## src/design/gpc_pkg.sv

```systemverilog
// Shared constants, types and helper functions of the pin control port
`default_nettype none

package gpc_pkg;

  // Port geometry
  localparam int NPIN_DOC = 30;
  localparam int NFUNC    = 10;
  localparam int ADDR_W   = 8;

  // Function select codes
  localparam logic [4:0] FUNC_PORT = 5'h05;
  localparam logic [4:0] FUNC_NULL = 5'h1f;

  // Interrupt event bit positions
  localparam int EV_LOW  = 0;
  localparam int EV_HIGH = 1;
  localparam int EV_FALL = 2;
  localparam int EV_RISE = 3;

  // Override codes
  localparam logic [1:0] OVR_NORM = 2'h0;
  localparam logic [1:0] OVR_INV  = 2'h1;
  localparam logic [1:0] OVR_LOW  = 2'h2;
  localparam logic [1:0] OVR_HIGH = 2'h3;

  // Register byte addresses
  localparam logic [ADDR_W-1:0] REG_OUT     = 8'h00;
  localparam logic [ADDR_W-1:0] REG_OUT_SET = 8'h04;
  localparam logic [ADDR_W-1:0] REG_OUT_CLR = 8'h08;
  localparam logic [ADDR_W-1:0] REG_OUT_XOR = 8'h0c;
  localparam logic [ADDR_W-1:0] REG_DIR     = 8'h10;
  localparam logic [ADDR_W-1:0] REG_DIR_SET = 8'h14;
  localparam logic [ADDR_W-1:0] REG_DIR_CLR = 8'h18;
  localparam logic [ADDR_W-1:0] REG_IN      = 8'h1c;
  localparam logic [ADDR_W-1:0] REG_MASK    = 8'h20;
  localparam logic [ADDR_W-1:0] REG_OUT_MSK = 8'h24;
  localparam logic [ADDR_W-1:0] REG_DIR_MSK = 8'h28;
  localparam logic [ADDR_W-1:0] REG_PUT     = 8'h2c;
  localparam logic [ADDR_W-1:0] REG_SEL     = 8'h30;
  localparam logic [ADDR_W-1:0] REG_CFG     = 8'h34;
  localparam logic [ADDR_W-1:0] REG_IRQ_EN  = 8'h38;
  localparam logic [ADDR_W-1:0] REG_IRQ_ST  = 8'h3c;
  localparam logic [ADDR_W-1:0] REG_IRQ_SUM = 8'h40;

  // Field positions
  localparam int PUT_VAL_BIT = 8;
  localparam int DORM_EN_LSB = 4;

  // Reset values
  localparam logic [31:0] OUT_RST  = 32'h0000_0000;
  localparam logic [31:0] DIR_RST  = 32'h0000_0000;
  localparam logic [31:0] MASK_RST = 32'h0000_0000;

  // AXI responses
  localparam logic [1:0] RESP_OK  = 2'h0;
  localparam logic [1:0] RESP_ERR = 2'h2;

  // Per-pin pad and mux configuration
  typedef struct packed {
    logic [1:0] drive;
    logic       slew;
    logic       schmitt;
    logic       ie;
    logic       pde;
    logic       pue;
    logic [1:0] irqover;
    logic [1:0] inover;
    logic [1:0] oeover;
    logic [1:0] outover;
    logic [4:0] funcsel;
  } gpc_cfg_t;

  localparam gpc_cfg_t CFG_RST = '{drive: 2'h1, slew: 1'b0, schmitt: 1'b1,
    ie: 1'b1, pde: 1'b0, pue: 1'b0, irqover: OVR_NORM, inover: OVR_NORM,
    oeover: OVR_NORM, outover: OVR_NORM, funcsel: FUNC_NULL};

  // One register write as handed over by the bus slave
  typedef struct packed {
    logic [ADDR_W-1:0] addr;
    logic [31:0]       data;
    logic [3:0]        strb;
  } gpc_wr_t;

  // Apply an override code to a signal
  function automatic logic ovr(input logic v, input logic [1:0] sel);
    case (sel)
      OVR_INV:  ovr = ~v;
      OVR_LOW:  ovr = 1'b0;
      OVR_HIGH: ovr = 1'b1;
      default:  ovr = v;
    endcase
  endfunction

  // Expand byte strobes into a bit mask
  function automatic logic [31:0] lanes(input logic [3:0] strb);
    lanes = {{8{strb[3]}}, {8{strb[2]}}, {8{strb[1]}}, {8{strb[0]}}};
  endfunction

endpackage

`default_nettype wire

```

## src/design/gpc_axil_slave.sv

```systemverilog
// AXI4-Lite slave front end: one write and one read at a time
`default_nettype none

module gpc_axil_slave
  import gpc_pkg::*;
(
  // Clock and reset
  input  wire logic              aclk,
  input  wire logic              aresetn,
  // AXI4-Lite
  input  wire logic [ADDR_W-1:0] s_awaddr,
  input  wire logic              s_awvalid,
  output logic                   s_awready,
  input  wire logic [31:0]       s_wdata,
  input  wire logic [3:0]        s_wstrb,
  input  wire logic              s_wvalid,
  output logic                   s_wready,
  output logic [1:0]             s_bresp,
  output logic                   s_bvalid,
  input  wire logic              s_bready,
  input  wire logic [ADDR_W-1:0] s_araddr,
  input  wire logic              s_arvalid,
  output logic                   s_arready,
  output logic [31:0]            s_rdata,
  output logic [1:0]             s_rresp,
  output logic                   s_rvalid,
  input  wire logic              s_rready,
  // Register side
  output gpc_wr_t                wr,
  output logic                   wr_go,
  input  wire logic              wr_err,
  output logic [ADDR_W-1:0]      rd_addr,
  input  wire logic [31:0]       rd_data,
  input  wire logic              rd_err
);

  logic aw_full_q;
  logic w_full_q;
  logic ar_take;

  // Address and data are caught independently, in either order
  assign s_awready = ~aw_full_q;
  assign s_wready  = ~w_full_q;
  assign wr_go     = aw_full_q & w_full_q & ~s_bvalid;
  assign s_arready = ~s_rvalid;
  assign ar_take   = s_arvalid & s_arready;
  assign rd_addr   = s_araddr;

  // Write channels
  always_ff @(posedge aclk) begin
    if (!aresetn) begin
      aw_full_q <= 1'b0;
      w_full_q  <= 1'b0;
      s_bvalid  <= 1'b0;
      s_bresp   <= RESP_OK;
      wr        <= '0;
    end else begin
      if (s_awvalid && s_awready) begin
        aw_full_q <= 1'b1;
        wr.addr   <= s_awaddr;
      end
      if (s_wvalid && s_wready) begin
        w_full_q <= 1'b1;
        wr.data  <= s_wdata;
        wr.strb  <= s_wstrb;
      end
      if (wr_go) begin
        aw_full_q <= 1'b0;
        w_full_q  <= 1'b0;
        s_bvalid  <= 1'b1;
        s_bresp   <= wr_err ? RESP_ERR : RESP_OK;
      end else if (s_bready) begin
        s_bvalid <= 1'b0;
      end
    end
  end

  // Read channels; data is captured as the address is taken
  always_ff @(posedge aclk) begin
    if (!aresetn) begin
      s_rvalid <= 1'b0;
      s_rdata  <= 32'h0000_0000;
      s_rresp  <= RESP_OK;
    end else if (ar_take) begin
      s_rvalid <= 1'b1;
      s_rdata  <= rd_err ? 32'h0000_0000 : rd_data;
      s_rresp  <= rd_err ? RESP_ERR : RESP_OK;
    end else if (s_rready) begin
      s_rvalid <= 1'b0;
    end
  end

endmodule

`default_nettype wire

```

## src/design/gpc_pin_cell.sv

```systemverilog
// One pin: overrides between function and pad, and event detection
`default_nettype none

module gpc_pin_cell
  import gpc_pkg::*;
(
  // Clock and reset
  input  wire logic       aclk,
  input  wire logic       aresetn,
  // Configuration
  input  wire gpc_cfg_t   cfg,
  input  wire logic [3:0] ien,
  input  wire logic [3:0] den,
  input  wire logic [3:0] ack,
  // Function and pad side
  input  wire logic       fo,
  input  wire logic       fe,
  input  wire logic       pin_in,
  output logic            pad_out,
  output logic            pad_oe,
  output logic            in_val,
  // Events
  output logic [3:0]      stat,
  output logic            irq_p,
  output logic            irq_d
);

  logic prev_q;
  logic armed_q;
  logic fall_q;
  logic rise_q;
  logic fall_d;
  logic rise_d;

  // Overrides sit between the selected function and the pad
  assign pad_out = ovr(fo, cfg.outover);
  assign pad_oe  = ovr(fe, cfg.oeover);
  assign in_val  = ovr(pin_in & cfg.ie, cfg.inover);

  // Edges latch; a new edge wins over an acknowledge in the same cycle
  assign fall_d = (armed_q & prev_q & ~in_val) | (fall_q & ~ack[EV_FALL]);
  assign rise_d = (armed_q & ~prev_q & in_val) | (rise_q & ~ack[EV_RISE]);

  // Levels follow the pin, edges are sticky
  assign stat[EV_LOW]  = ~in_val;
  assign stat[EV_HIGH] = in_val;
  assign stat[EV_FALL] = fall_q;
  assign stat[EV_RISE] = rise_q;

  // Enabled events pass the interrupt override
  assign irq_p = ovr(|(stat & ien), cfg.irqover);
  assign irq_d = ovr(|(stat & den), cfg.irqover);

  // Edge state; no edge is seen in the first cycle after reset
  always_ff @(posedge aclk) begin
    if (!aresetn) begin
      prev_q  <= 1'b0;
      armed_q <= 1'b0;
      fall_q  <= 1'b0;
      rise_q  <= 1'b0;
    end else begin
      prev_q  <= in_val;
      armed_q <= 1'b1;
      fall_q  <= fall_d;
      rise_q  <= rise_d;
    end
  end

endmodule

`default_nettype wire

```

## src/design/gpc_port.sv

```systemverilog
// Pin control port: output and direction words, pad setup, mux, events
//
// How it works
// - Set word drives high every pin whose bit is one.
// - Toggle word inverts every pin whose bit is one.
// - Masked output write sets masked pins to value bits, others untouched.
// - Whole-port output write updates the levels of all pins in strobed byte lanes at once.
// - Single-pin write clears pin when value false, sets otherwise.
// - Masked direction write switches masked pins together, others unchanged.
// - Separate set and clear direction words switch named pins only.
// - Four event types per pin: low, high, falling, rising.
// - Interrupt event enables are per pin.
// - Separate per-pin dormant wake enables drive the oscillator wake line.
// - Pin interrupt passes an override: normal, invert, low, high.
// - Output, output enable and input overrides between function and pad.
// - Pull-up and pull-down enables, settable together, readable back.
// - Input enable per pin; hysteresis resets enabled, can be disabled.
// - Drive strength and slew selections are settable and readable.
// - Function select chooses the single function owning each pin.
// - A function input fed by several pins sees their OR.
// - Drive strength is two bits, 0 weakest to 3 strongest.
`default_nettype none

module gpc_port
  import gpc_pkg::*;
#(
  parameter int NPIN = NPIN_DOC
) (
  // Clock and reset
  input  wire logic                        aclk,
  input  wire logic                        aresetn,
  // AXI4-Lite register bus
  input  wire logic [ADDR_W-1:0]           s_awaddr,
  input  wire logic                        s_awvalid,
  output logic                             s_awready,
  input  wire logic [31:0]                 s_wdata,
  input  wire logic [3:0]                  s_wstrb,
  input  wire logic                        s_wvalid,
  output logic                             s_wready,
  output logic [1:0]                       s_bresp,
  output logic                             s_bvalid,
  input  wire logic                        s_bready,
  input  wire logic [ADDR_W-1:0]           s_araddr,
  input  wire logic                        s_arvalid,
  output logic                             s_arready,
  output logic [31:0]                      s_rdata,
  output logic [1:0]                       s_rresp,
  output logic                             s_rvalid,
  input  wire logic                        s_rready,
  // Pads
  input  wire logic [NPIN-1:0]             pad_in,
  output logic [NPIN-1:0]                  pad_out,
  output logic [NPIN-1:0]                  pad_oe,
  output logic [NPIN-1:0]                  pad_pue,
  output logic [NPIN-1:0]                  pad_pde,
  output logic [NPIN-1:0]                  pad_ie,
  output logic [NPIN-1:0]                  pad_schmitt,
  output logic [NPIN-1:0]                  pad_slew,
  output logic [NPIN-1:0][1:0]             pad_drive,
  // Peripheral functions
  input  wire logic [NFUNC-1:0][NPIN-1:0]  fn_out,
  input  wire logic [NFUNC-1:0][NPIN-1:0]  fn_oe,
  output logic [NFUNC-1:0][NPIN-1:0]       fn_in,
  output logic [NFUNC-1:0]                 fn_in_any,
  // Event outputs
  output logic                             irq_proc,
  output logic                             dormant_wake
);

  // Pin index and word width must fit the 32-bit registers
  if (NPIN < 1 || NPIN > 30) begin : g_chk
    $error("NPIN must lie between 1 and 30");
  end

  // True for every address that holds a register
  function automatic logic is_mapped(input logic [ADDR_W-1:0] a);
    is_mapped = (a[1:0] == 2'h0) && (a <= REG_IRQ_SUM);
  endfunction

  // Registers
  logic [NPIN-1:0] out_q;
  logic [NPIN-1:0] out_d;
  logic [NPIN-1:0] dir_q;
  logic [NPIN-1:0] dir_d;
  logic [NPIN-1:0] mask_q;
  logic [4:0]      sel_q;
  gpc_cfg_t        cfg_q [NPIN];
  logic [3:0]      ien_q [NPIN];
  logic [3:0]      den_q [NPIN];

  // Pad input synchroniser
  logic [NPIN-1:0] in_s1_q;
  logic [NPIN-1:0] in_s2_q;

  // Bus side
  gpc_wr_t           wr;
  logic              wr_go;
  logic              wr_err;
  logic [ADDR_W-1:0] rd_addr;
  logic [31:0]       rd_data;
  logic              rd_err;

  // Pin cell results
  logic [NPIN-1:0]      in_val;
  logic [NPIN-1:0]      irq_p;
  logic [NPIN-1:0]      irq_d;
  logic [3:0]           stat [NPIN];
  logic [NPIN-1:0][3:0] ack;

  gpc_axil_slave u_bus (
    .aclk      (aclk),
    .aresetn   (aresetn),
    .s_awaddr  (s_awaddr),
    .s_awvalid (s_awvalid),
    .s_awready (s_awready),
    .s_wdata   (s_wdata),
    .s_wstrb   (s_wstrb),
    .s_wvalid  (s_wvalid),
    .s_wready  (s_wready),
    .s_bresp   (s_bresp),
    .s_bvalid  (s_bvalid),
    .s_bready  (s_bready),
    .s_araddr  (s_araddr),
    .s_arvalid (s_arvalid),
    .s_arready (s_arready),
    .s_rdata   (s_rdata),
    .s_rresp   (s_rresp),
    .s_rvalid  (s_rvalid),
    .s_rready  (s_rready),
    .wr        (wr),
    .wr_go     (wr_go),
    .wr_err    (wr_err),
    .rd_addr   (rd_addr),
    .rd_data   (rd_data),
    .rd_err    (rd_err)
  );

  // Write decode; lanes not strobed carry zero bits
  logic [31:0] wd;
  logic [31:0] wm;
  logic        we_out, we_set, we_clr, we_xor, we_dir;
  logic        we_dset, we_dclr, we_mask, we_omsk, we_dmsk;
  logic        we_put, we_sel, we_cfg, we_ien, we_ack;
  logic        put_ok;
  logic [4:0]  put_idx;

  assign wm      = lanes(wr.strb);
  assign wd      = wr.data & wm;
  assign wr_err  = ~is_mapped(wr.addr) || (wr.addr == REG_IN) || (wr.addr == REG_IRQ_SUM);
  assign rd_err  = ~is_mapped(rd_addr);
  assign we_out  = wr_go && (wr.addr == REG_OUT);
  assign we_set  = wr_go && (wr.addr == REG_OUT_SET);
  assign we_clr  = wr_go && (wr.addr == REG_OUT_CLR);
  assign we_xor  = wr_go && (wr.addr == REG_OUT_XOR);
  assign we_dir  = wr_go && (wr.addr == REG_DIR);
  assign we_dset = wr_go && (wr.addr == REG_DIR_SET);
  assign we_dclr = wr_go && (wr.addr == REG_DIR_CLR);
  assign we_mask = wr_go && (wr.addr == REG_MASK);
  assign we_omsk = wr_go && (wr.addr == REG_OUT_MSK);
  assign we_dmsk = wr_go && (wr.addr == REG_DIR_MSK);
  assign we_put  = wr_go && (wr.addr == REG_PUT);
  assign we_sel  = wr_go && (wr.addr == REG_SEL);
  assign we_cfg  = wr_go && (wr.addr == REG_CFG);
  assign we_ien  = wr_go && (wr.addr == REG_IRQ_EN);
  assign we_ack  = wr_go && (wr.addr == REG_IRQ_ST);
  assign put_idx = wr.data[4:0];
  assign put_ok  = we_put && wr.strb[0] && (put_idx < 5'(NPIN));

  // Output level: fixed order whole, masked, set, clear, toggle, single
  always_comb begin
    out_d = out_q;
    if (we_out) begin
      out_d = (out_q & ~wm[NPIN-1:0]) | wd[NPIN-1:0];
    end
    if (we_omsk) begin
      out_d = (out_d & ~mask_q) | (wd[NPIN-1:0] & mask_q);
    end
    if (we_set) begin
      out_d = out_d | wd[NPIN-1:0];
    end
    if (we_clr) begin
      out_d = out_d & ~wd[NPIN-1:0];
    end
    if (we_xor) begin
      out_d = out_d ^ wd[NPIN-1:0];
    end
    if (put_ok) begin
      out_d[put_idx] = wr.data[PUT_VAL_BIT];
    end
  end

  // Direction: fixed order whole, masked, set, clear
  always_comb begin
    dir_d = dir_q;
    if (we_dir) begin
      dir_d = (dir_q & ~wm[NPIN-1:0]) | wd[NPIN-1:0];
    end
    if (we_dmsk) begin
      dir_d = (dir_d & ~mask_q) | (wd[NPIN-1:0] & mask_q);
    end
    if (we_dset) begin
      dir_d = dir_d | wd[NPIN-1:0];
    end
    if (we_dclr) begin
      dir_d = dir_d & ~wd[NPIN-1:0];
    end
  end

  // Port words and selection
  always_ff @(posedge aclk) begin
    if (!aresetn) begin
      out_q  <= OUT_RST[NPIN-1:0];
      dir_q  <= DIR_RST[NPIN-1:0];
      mask_q <= MASK_RST[NPIN-1:0];
      sel_q  <= 5'h00;
    end else begin
      out_q <= out_d;
      dir_q <= dir_d;
      if (we_mask) begin
        mask_q <= (mask_q & ~wm[NPIN-1:0]) | wd[NPIN-1:0];
      end
      if (we_sel && wr.strb[0] && wr.data[4:0] < 5'(NPIN)) begin
        sel_q <= wr.data[4:0];
      end
    end
  end

  // Per-pin configuration of the selected pin
  gpc_cfg_t cfg_wr;
  logic [3:0] ien_wr;
  logic [3:0] den_wr;

  assign cfg_wr = gpc_cfg_t'(20'((32'(cfg_q[sel_q]) & ~wm) | wd));
  assign ien_wr = wr.strb[0] ? wr.data[3:0] : ien_q[sel_q];
  assign den_wr = wr.strb[0] ? wr.data[DORM_EN_LSB +: 4] : den_q[sel_q];

  always_ff @(posedge aclk) begin
    if (!aresetn) begin
      for (int i = 0; i < NPIN; i++) begin
        cfg_q[i] <= CFG_RST;
        ien_q[i] <= 4'h0;
        den_q[i] <= 4'h0;
      end
    end else begin
      if (we_cfg) begin
        cfg_q[sel_q] <= cfg_wr;
      end
      if (we_ien) begin
        ien_q[sel_q] <= ien_wr;
        den_q[sel_q] <= den_wr;
      end
    end
  end

  // Two flip-flops before logic reads the pads; no reset, so no false edge
  always_ff @(posedge aclk) begin
    in_s1_q <= pad_in;
    in_s2_q <= in_s1_q;
  end

  // Pins: function select, pad controls and event cells
  for (genvar i = 0; i < NPIN; i++) begin : g_pin
    logic       fo;
    logic       fe;
    logic [4:0] fs;

    assign fs = cfg_q[i].funcsel;
    assign fo = (fs == FUNC_PORT) ? out_q[i] :
                (fs < 5'(NFUNC)) ? fn_out[fs][i] : 1'b0;
    assign fe = (fs == FUNC_PORT) ? dir_q[i] :
                (fs < 5'(NFUNC)) ? fn_oe[fs][i] : 1'b0;
    assign ack[i] = (we_ack && wr.strb[0] && sel_q == 5'(i)) ? wr.data[3:0] : 4'h0;

    assign pad_pue[i]     = cfg_q[i].pue;
    assign pad_pde[i]     = cfg_q[i].pde;
    assign pad_ie[i]      = cfg_q[i].ie;
    assign pad_schmitt[i] = cfg_q[i].schmitt;
    assign pad_slew[i]    = cfg_q[i].slew;
    assign pad_drive[i]   = cfg_q[i].drive;

    for (genvar f = 0; f < NFUNC; f++) begin : g_fn
      assign fn_in[f][i] = in_val[i] & (fs == 5'(f));
    end

    gpc_pin_cell u_cell (
      .aclk    (aclk),
      .aresetn (aresetn),
      .cfg     (cfg_q[i]),
      .ien     (ien_q[i]),
      .den     (den_q[i]),
      .ack     (ack[i]),
      .fo      (fo),
      .fe      (fe),
      .pin_in  (in_s2_q[i]),
      .pad_out (pad_out[i]),
      .pad_oe  (pad_oe[i]),
      .in_val  (in_val[i]),
      .stat    (stat[i]),
      .irq_p   (irq_p[i]),
      .irq_d   (irq_d[i])
    );
  end

  // A function input routed from several pins sees their OR
  for (genvar f = 0; f < NFUNC; f++) begin : g_any
    assign fn_in_any[f] = |fn_in[f];
  end

  // Combined event lines
  assign irq_proc     = |irq_p;
  assign dormant_wake = |irq_d;

  // Read data
  always_comb begin
    rd_data = 32'h0000_0000;
    case (rd_addr)
      REG_OUT:     rd_data[NPIN-1:0] = out_q;
      REG_DIR:     rd_data[NPIN-1:0] = dir_q;
      REG_IN:      rd_data[NPIN-1:0] = in_s2_q;
      REG_MASK:    rd_data[NPIN-1:0] = mask_q;
      REG_SEL:     rd_data[4:0] = sel_q;
      REG_CFG:     rd_data = 32'(cfg_q[sel_q]);
      REG_IRQ_EN:  rd_data[7:0] = {den_q[sel_q], ien_q[sel_q]};
      REG_IRQ_ST:  rd_data[3:0] = stat[sel_q];
      REG_IRQ_SUM: rd_data[NPIN-1:0] = irq_p;
      default:     rd_data = 32'h0000_0000;
    endcase
  end

endmodule

`default_nettype wire

```

## config.mk

```make
export PLATFORM = sky130hd
export DESIGN_NAME = gpc_port
export DESIGN_NICKNAME = d
export VERILOG_FILES = /design/src/design/gpc_pkg.sv /design/src/design/gpc_axil_slave.sv /design/src/design/gpc_pin_cell.sv /design/src/design/gpc_port.sv
export SDC_FILE = /design/constraint.sdc
export NUM_CORES = 2
export LEC_CHECK = 0
export BUFFER_PORTS_ARGS = -buffer_cell sky130_fd_sc_hd__buf_2
export CORE_MARGIN = 4
export CORE_UTILIZATION = 24
export DETAILED_ROUTE_END_ITERATION = 6
export MAX_ROUTING_LAYER = met4
export PLACE_DENSITY_LB_ADDON = 0.08
export SLEW_MARGIN = 20
export SYNTH_ARGS = -nofsm -noshare
export SYNTH_HDL_FRONTEND = slang
export SYNTH_SLANG_ARGS = --single-unit
```

## constraint.sdc

```tcl
create_clock -name aclk -period 3.8 [get_ports aclk]
set_input_delay 0.76 -clock aclk [delete_from_list [all_inputs] [get_ports aclk]]
set_output_delay 0.76 -clock aclk [all_outputs]
set_load 0.01 [all_outputs]
```

== Word level (Yosys, flattened, before mapping) ==
Memories as Yosys holds them, arrays and structs flattened. A register that Yosys moved wholly into a read port is not among the register bits.
Cells that the tools add are included.

* Memories kept: 3
* Register bits: 328
* Word-level logic and storage cells: 2434
* Output and inout bits: 623
* Memory bits (writable): 840

* Reductions and logical operators: 170
* Equal/unequal tests: 683
* Order comparisons: 66
* Bitwise logic cells: 933
* Multiplexer cells: 472

{| class="wikitable"
|+ Memory list
! name !! depth !! width !! rd ports !! clocked after Yosys merged registers in !! wr ports !! RTL line !! RTL
|-
| cfg_q || 30 || 20 || 31 || 1 || 30 || gpc_port.sv:87 || <nowiki>gpc_cfg_t cfg_q [NPIN];</nowiki>
|-
| den_q || 30 || 4 || 31 || 1 || 30 || gpc_port.sv:89 || <nowiki>logic [3:0] den_q [NPIN];</nowiki>
|-
| ien_q || 30 || 4 || 31 || 1 || 30 || gpc_port.sv:88 || <nowiki>logic [3:0] ien_q [NPIN];</nowiki>
|}

{| class="wikitable"
|+ Operators by type and width
! operator !! number
|-
| $bmux W30 S4 || 60
|-
| $eq A5 B3 Y1 const B || 124
|-
| $and A1 B1 Y1 || 513
|-
| $eq A2 B2 Y1 const B || 240
|-
| $pmux W1 S3 || 150
|-
| $mux W30 || 13
|-
| $reduce_or A30 Y1 || 12
|-
| $eq A5 B4 Y1 const B || 68
|-
| $eq A5 B2 Y1 const B || 62
|-
| $not A1 Y1 || 276
|-
| $and A30 B30 Y30 || 9
|-
| $reduce_or A4 Y1 || 62
|-
| $and A4 B4 Y4 || 60
|-
| $eq A2 B1 Y1 const B || 120
|-
| $or A30 B30 Y30 || 7
|-
| $eq A5 B1 Y1 const B || 31
|-
| $logic_not A5 Y1 || 31
|-
| $lt A5 B5 Y1 const B || 31
|-
| $mux W4 || 38
|-
| $lt A5 B4 Y1 const B || 30
|-
| $mux W1 || 138
|-
| $pmux W22 S6 || 1
|-
| $eq A8 B6 Y1 const B || 13
|-
| $not A30 Y30 || 3
|-
| other kinds (55) || 232
|}

== Depth between registers and ports, before layout ==
* Depth in word-level cells: 15
* Mapped depth: 11
* Gate-level depth less buffers: 7

== Hierarchy ==
From an unflattened synthesis, not the netlist that was laid out.

* Cell total of the unflattened synthesis: 7430
* Area, all modules: 75494.9 um^2

{| class="wikitable"
|+ Modules (own cells, without submodules)
! module !! cells each !! times used !! sequential area each (um^2) !! area an instance (um^2)
|-
| gpc_port || 5834 || 1 || 30108.9 || 61037.3
|-
| gpc_pin_cell || 41 || 30 || 80.1 || 362.8
|-
| gpc_axil_slave || 366 || 1 || 1641.6 || 3572.2
|}

== Worst setup path before layout ==
Ideal clock, no wire load.

* Path type: register to register
* Start point: register u_bus.s_bvalid
* End point: memory cfg_q[30][0] in the netlist's numbering, enable pin
* Data required time: 3378 ps
* Stages on the path, launching flop included: 8
* Arrival: 2892 ps
* Path slack: 485 ps
* Setup time: 422 ps
* Cells stage by stage: dfxtp_1 -> and3b_1 -> buf_2 -> and4_1 -> buf_2 -> nand3_1 -> clkbuf_1 -> nor3_1

{| class="wikitable"
|+ RTL lines
! item !! RTL line !! RTL
|-
| from (decl) || gpc_axil_slave.sv:19 || <nowiki>output logic s_bvalid,</nowiki>
|-
| from (signal assigned) || gpc_axil_slave.sv:54 || <nowiki>s_bvalid <= 1'b0;</nowiki>
|-
| from (signal assigned) || gpc_axil_slave.sv:70 || <nowiki>s_bvalid <= 1'b1;</nowiki>
|-
| from (signal assigned) || gpc_axil_slave.sv:73 || <nowiki>s_bvalid <= 1'b0;</nowiki>
|-
| to (decl) || gpc_port.sv:87 ||
|}

==> results.md <==
* Number of buffers and inverters on the critical path at 3
* Vias in the first global route at 67935
* Number of optimization iterations in the first detailed-route pass at 7
* Worst Hold Path EP: in_s1_q[17]
* Mux contribution to synthesized area at 15.3%
* Top-level port count at 1312
* Failing checks: DRC, setup timing
* Global-route wire length before repair at 708000 um
* Synthesized cell area at 0.0704 mm^2
* Synth Flop Type: sky130_fd_sc_hd__edfxtp_1
* I/O Buffers at 1305
* Congestion Overflow GR at 0
* Pins Over Slew Limit at 0
* Largest net degree at the start of global routing at 76
* Result of the run: finished with violations
* Share of the yosys chip area belonging to registers at 47.6%
* Footprint of the multi-input gates at 0.0367 mm^2
* Weighted congestion at the end of routability-driven global placement at 1.05
* Kind of launch point of the worst setup path: register
* Register area at 0.0335 mm^2
* Leakage Power at 0.0392 uW
* Final setup fails at 95
* CTS Buffer Depth at 4
* Number of enable-type register cells in the synthesized netlist at 896
* Starting density of the core at 24.1%
* Die outline height at 550 um
* Highest achievable clock rate at 217 MHz
* Wirelength per Cell at 42.8 um
* Number of DRC markers after the initial detailed-route iteration at 9340
* FF-to-FF End: den_q[13][0]
* Overall via count from detail_route at 71815
* Power density over cell area at 342 mW/mm^2
* Number of unique standard cell types used by synthesis at 94
* VDD IR-drop max at 0.000304 V
* Clock latency of the later-clocked register in the worst-skew pair at 0.87 ns
* Crit-path most repeated cell: sky130_fd_sc_hd__or4_4
* Die outline area at 0.302 mm^2
* Clock-pin slew reported for the worst setup and hold paths after clock tree synthesis at 0.06 ns
* Time the worst path needs with I/O delays and setup at 4.60 ns
* RSZ-0062 raised after global routing: true
* Setup slack of the critical path after layout at -0.804 ns
* Worst hold slack at 0.0584 ns
* Share of final-layout standard cells stronger than drive strength 1 at 44.4%
* Total clock sinks at 1225
* Combined global-route utilization of all metal layers at 36.6%
* Category of the most critical setup path: reg -> out
* Post-synthesis xor/xnor area fraction at 2.29%
* Site row count at 198
* Number of max-cap violations at 0
* CTS tree: built
* Critical Path Sink Type: output port
* Total count of hold-check failures in the final report at 0
* Total wire length at 561000 um
* Post-route fraction of the period consumed by the critical path at 121%
* Worst min-delay path class: in -> reg
* Antenna violations before repair at 77
* Slowest library cell on the worst path: sky130_fd_sc_hd__or4_4
* Post-Route Setup TNS at -17.59 ns
* Overall power consumption at 34900 uW
* Synthesized-area fraction occupied by adder cells at 0%
* CP Max Fanout at 2
* Clk_skew at 0.0648 ns
* R2R cell count at 9
* CP Data Arrival Time at 3.84 ns
* Final #Nets at 9652
* Reg-to-reg setup timing slack at -0.02 ns
* Hpwl dp at 459000 um
* Worst slew pin tran at 1.25 ns
* Delay contributed by the slowest stage of the critical path at 0.60 ns
* Area added between synthesis and finish at 44.8%
* Required time of the worst setup path at 3.04 ns
* Critical-path cell list: and3b_2, xnor2_4, buf_12, nor4b_4, nor4_4, buf_4, nand4_1, or4_4, or4_4, buf_6
* Antenna-violating nets left at 0
* Kind of cell with the highest combined delay on the critical path: simple AND/OR/NAND/NOR gates
* Remaining DRCs at 1
* Placeable core region at 0.292 mm^2
* Synthesized-area fraction occupied by ao, oa, aoi and oai cells at 9.41%
* Layout fillers at 29786
* Hold path startpoint: pad_in[17]
* Per-cell via count in the routed design at 5.48
* Share of synthesized registers carrying an async set or reset at 0%
* Synthesized area per cell at 10.4 um^2
* Relative slew margins at 14.8%
* Simple-gate area share of the yosys netlist at 18.9%
* Cell count after synthesis at 6799
* Yosys warns at 0
* Num CTS Buffers at 166
* Min-Delay Path Depth at 1
* Synthesized flop and latch total at 1225
* Dominant combinational cell family by area after synthesis: simple AND/OR/NAND/NOR gates
* H-tree depth at 4
* Die Width at 550 um
* Clock tree root buffer cell: sky130_fd_sc_hd__clkbuf_16
## stage by stage
stage | area, um^2 | util, % | setup slack (ns) | cells
2_1_floorplan | 70400 | - | 0.485 | 6802
3_3_place_gp | 88800 | 30.5 | -0.729 | 12491
4_1_cts | 99700 | 34.2 | -0.887 | 12953
5_1_grt | 102000 | 35.0 | -0.946 | 13089
3_5_place_dp | 88800 | 30.5 | -0.537 | 12491
6_report | 102000 | 35.0 | -0.804 | 13099
## cell families after synthesis
group | after synthesis
compound gates | 994
xor+xnor | 164
buf+inv | 878
flops | 1225
mux | 613
other cells | 1
simple gates | 2924
## per-layer routing
layer  global-route usage, %  routed length, um  up-vias
li1                        -                  -    29162
met1                    46.7             228000    37692
met2                    56.6             256000     4129
met3                    5.88              43100      832
met4                    17.4              33700        0
met5                       -                  0        -
## area by class of cell
type	instances	area share (%)
Clock inverter	73	0.573
Inverter	120	0.452
Clock buffer	226	4.62
Timing Repair Buffer	2751	20.4
Antenna cell	105	0.258
Sequential cell	1225	32.9
Tap cell	3900	4.79
Multi-Input combinational cell	4699	36.0
## worst max-delay path by stage
stage	endpoint	from	slack, ns	cells past startpoint
after floorplan	cfg_q[30][0]	u_bus.s_bvalid	0.49	7
after global placement	fn_in_any[3]	in_s2_q[23]	-0.73	12
after detailed placement	fn_in_any[6]	cfg_q[26][15]	-0.54	10
after CTS	fn_in_any[6]	cfg_q[18][10]	-0.89	10
after global routing	irq_proc	cfg_q[21][15]	-0.95	13
final	fn_in_any[6]	cfg_q[18][10]	-0.80	10
## flip-flops by register name (all words and copies together), names as in the netlist, 30 cells and up, named ones only
name and cells:
u_bus.s_rdata 30, u_bus.wr 42, g_pin.u_cell.prev_q 30, dir_q 30, den_q 128, in_s1_q 30
g_pin.u_cell.rise_q 30, out_q 30, cfg_q 640, g_pin.u_cell.fall_q 30, ien_q 128, in_s2_q 30
## layout by cell type (no fill, tap or decap), drive strengths merged, types with 48 or more instances in the layout
| cell type | n |
|---|---|
| mux2i | 237 |
| diode | 105 |
| dfxtp | 329 |
| mux4 | 371 |
| clkinv | 61 |
| inv | 121 |
| o22ai | 63 |
| a21oi | 259 |
| clkbuf | 228 |
| nor3 | 144 |
| buf | 2725 |
| nand3 | 133 |
| nand2b | 127 |
| o21ai | 182 |
| edfxtp | 896 |
| a22oi | 129 |
| nor2 | 1201 |
| a31oi | 48 |
| xor2 | 114 |
| nand2 | 859 |
| nor4 | 88 |
| xnor2 | 50 |
## power by group
| group | leakage (uW) | internal [uW] | switching [uW] | total [uW] |
|---|---|---|---|---|
| Clock | 0.00261 | 9200 | 6560 | 15800 |
| Sequential | 0.0110 | 14700 | 415 | 15100 |
| Combinational | 0.0256 | 1550 | 2510 | 4060 |
## what timing repair did
| item | 4_1_cts | 5_1_grt |
|---|---|---|
| gates resized for setup | 837 | 344 |
| cloned | 1 | 0 |
| hold endpoints to repair | 23 | 0 |
| setup buffers | 173 | 73 |
| hold buffers | 23 | 0 |
| endpoints found under the setup margin | 196 | 141 |
| pin swaps | 235 | 154 |
## cells in the mapped netlist, types with 48 or more instances
cell type	number	area (um^2)
sky130_fd_sc_hd__a21oi_1	259	1300
sky130_fd_sc_hd__a22oi_1	129	968
sky130_fd_sc_hd__a31oi_1	48	300
sky130_fd_sc_hd__buf_2	126	631
sky130_fd_sc_hd__buf_4	297	2230
sky130_fd_sc_hd__clkbuf_1	285	1070
sky130_fd_sc_hd__dfxtp_1	329	6590
sky130_fd_sc_hd__edfxtp_1	896	26900
sky130_fd_sc_hd__inv_1	119	447
sky130_fd_sc_hd__mux2i_1	237	2370
sky130_fd_sc_hd__mux4_2	370	8330
sky130_fd_sc_hd__nand2_1	859	3220
sky130_fd_sc_hd__nand2b_1	127	795
sky130_fd_sc_hd__nand3_1	133	666
sky130_fd_sc_hd__nor2_1	1199	4500
sky130_fd_sc_hd__nor3_1	144	721
sky130_fd_sc_hd__nor4_1	84	526
sky130_fd_sc_hd__o21ai_0	163	816
sky130_fd_sc_hd__o22ai_1	63	394
sky130_fd_sc_hd__xor2_1	113	990
No activity file was read; power rests on OpenSTA's default activity.
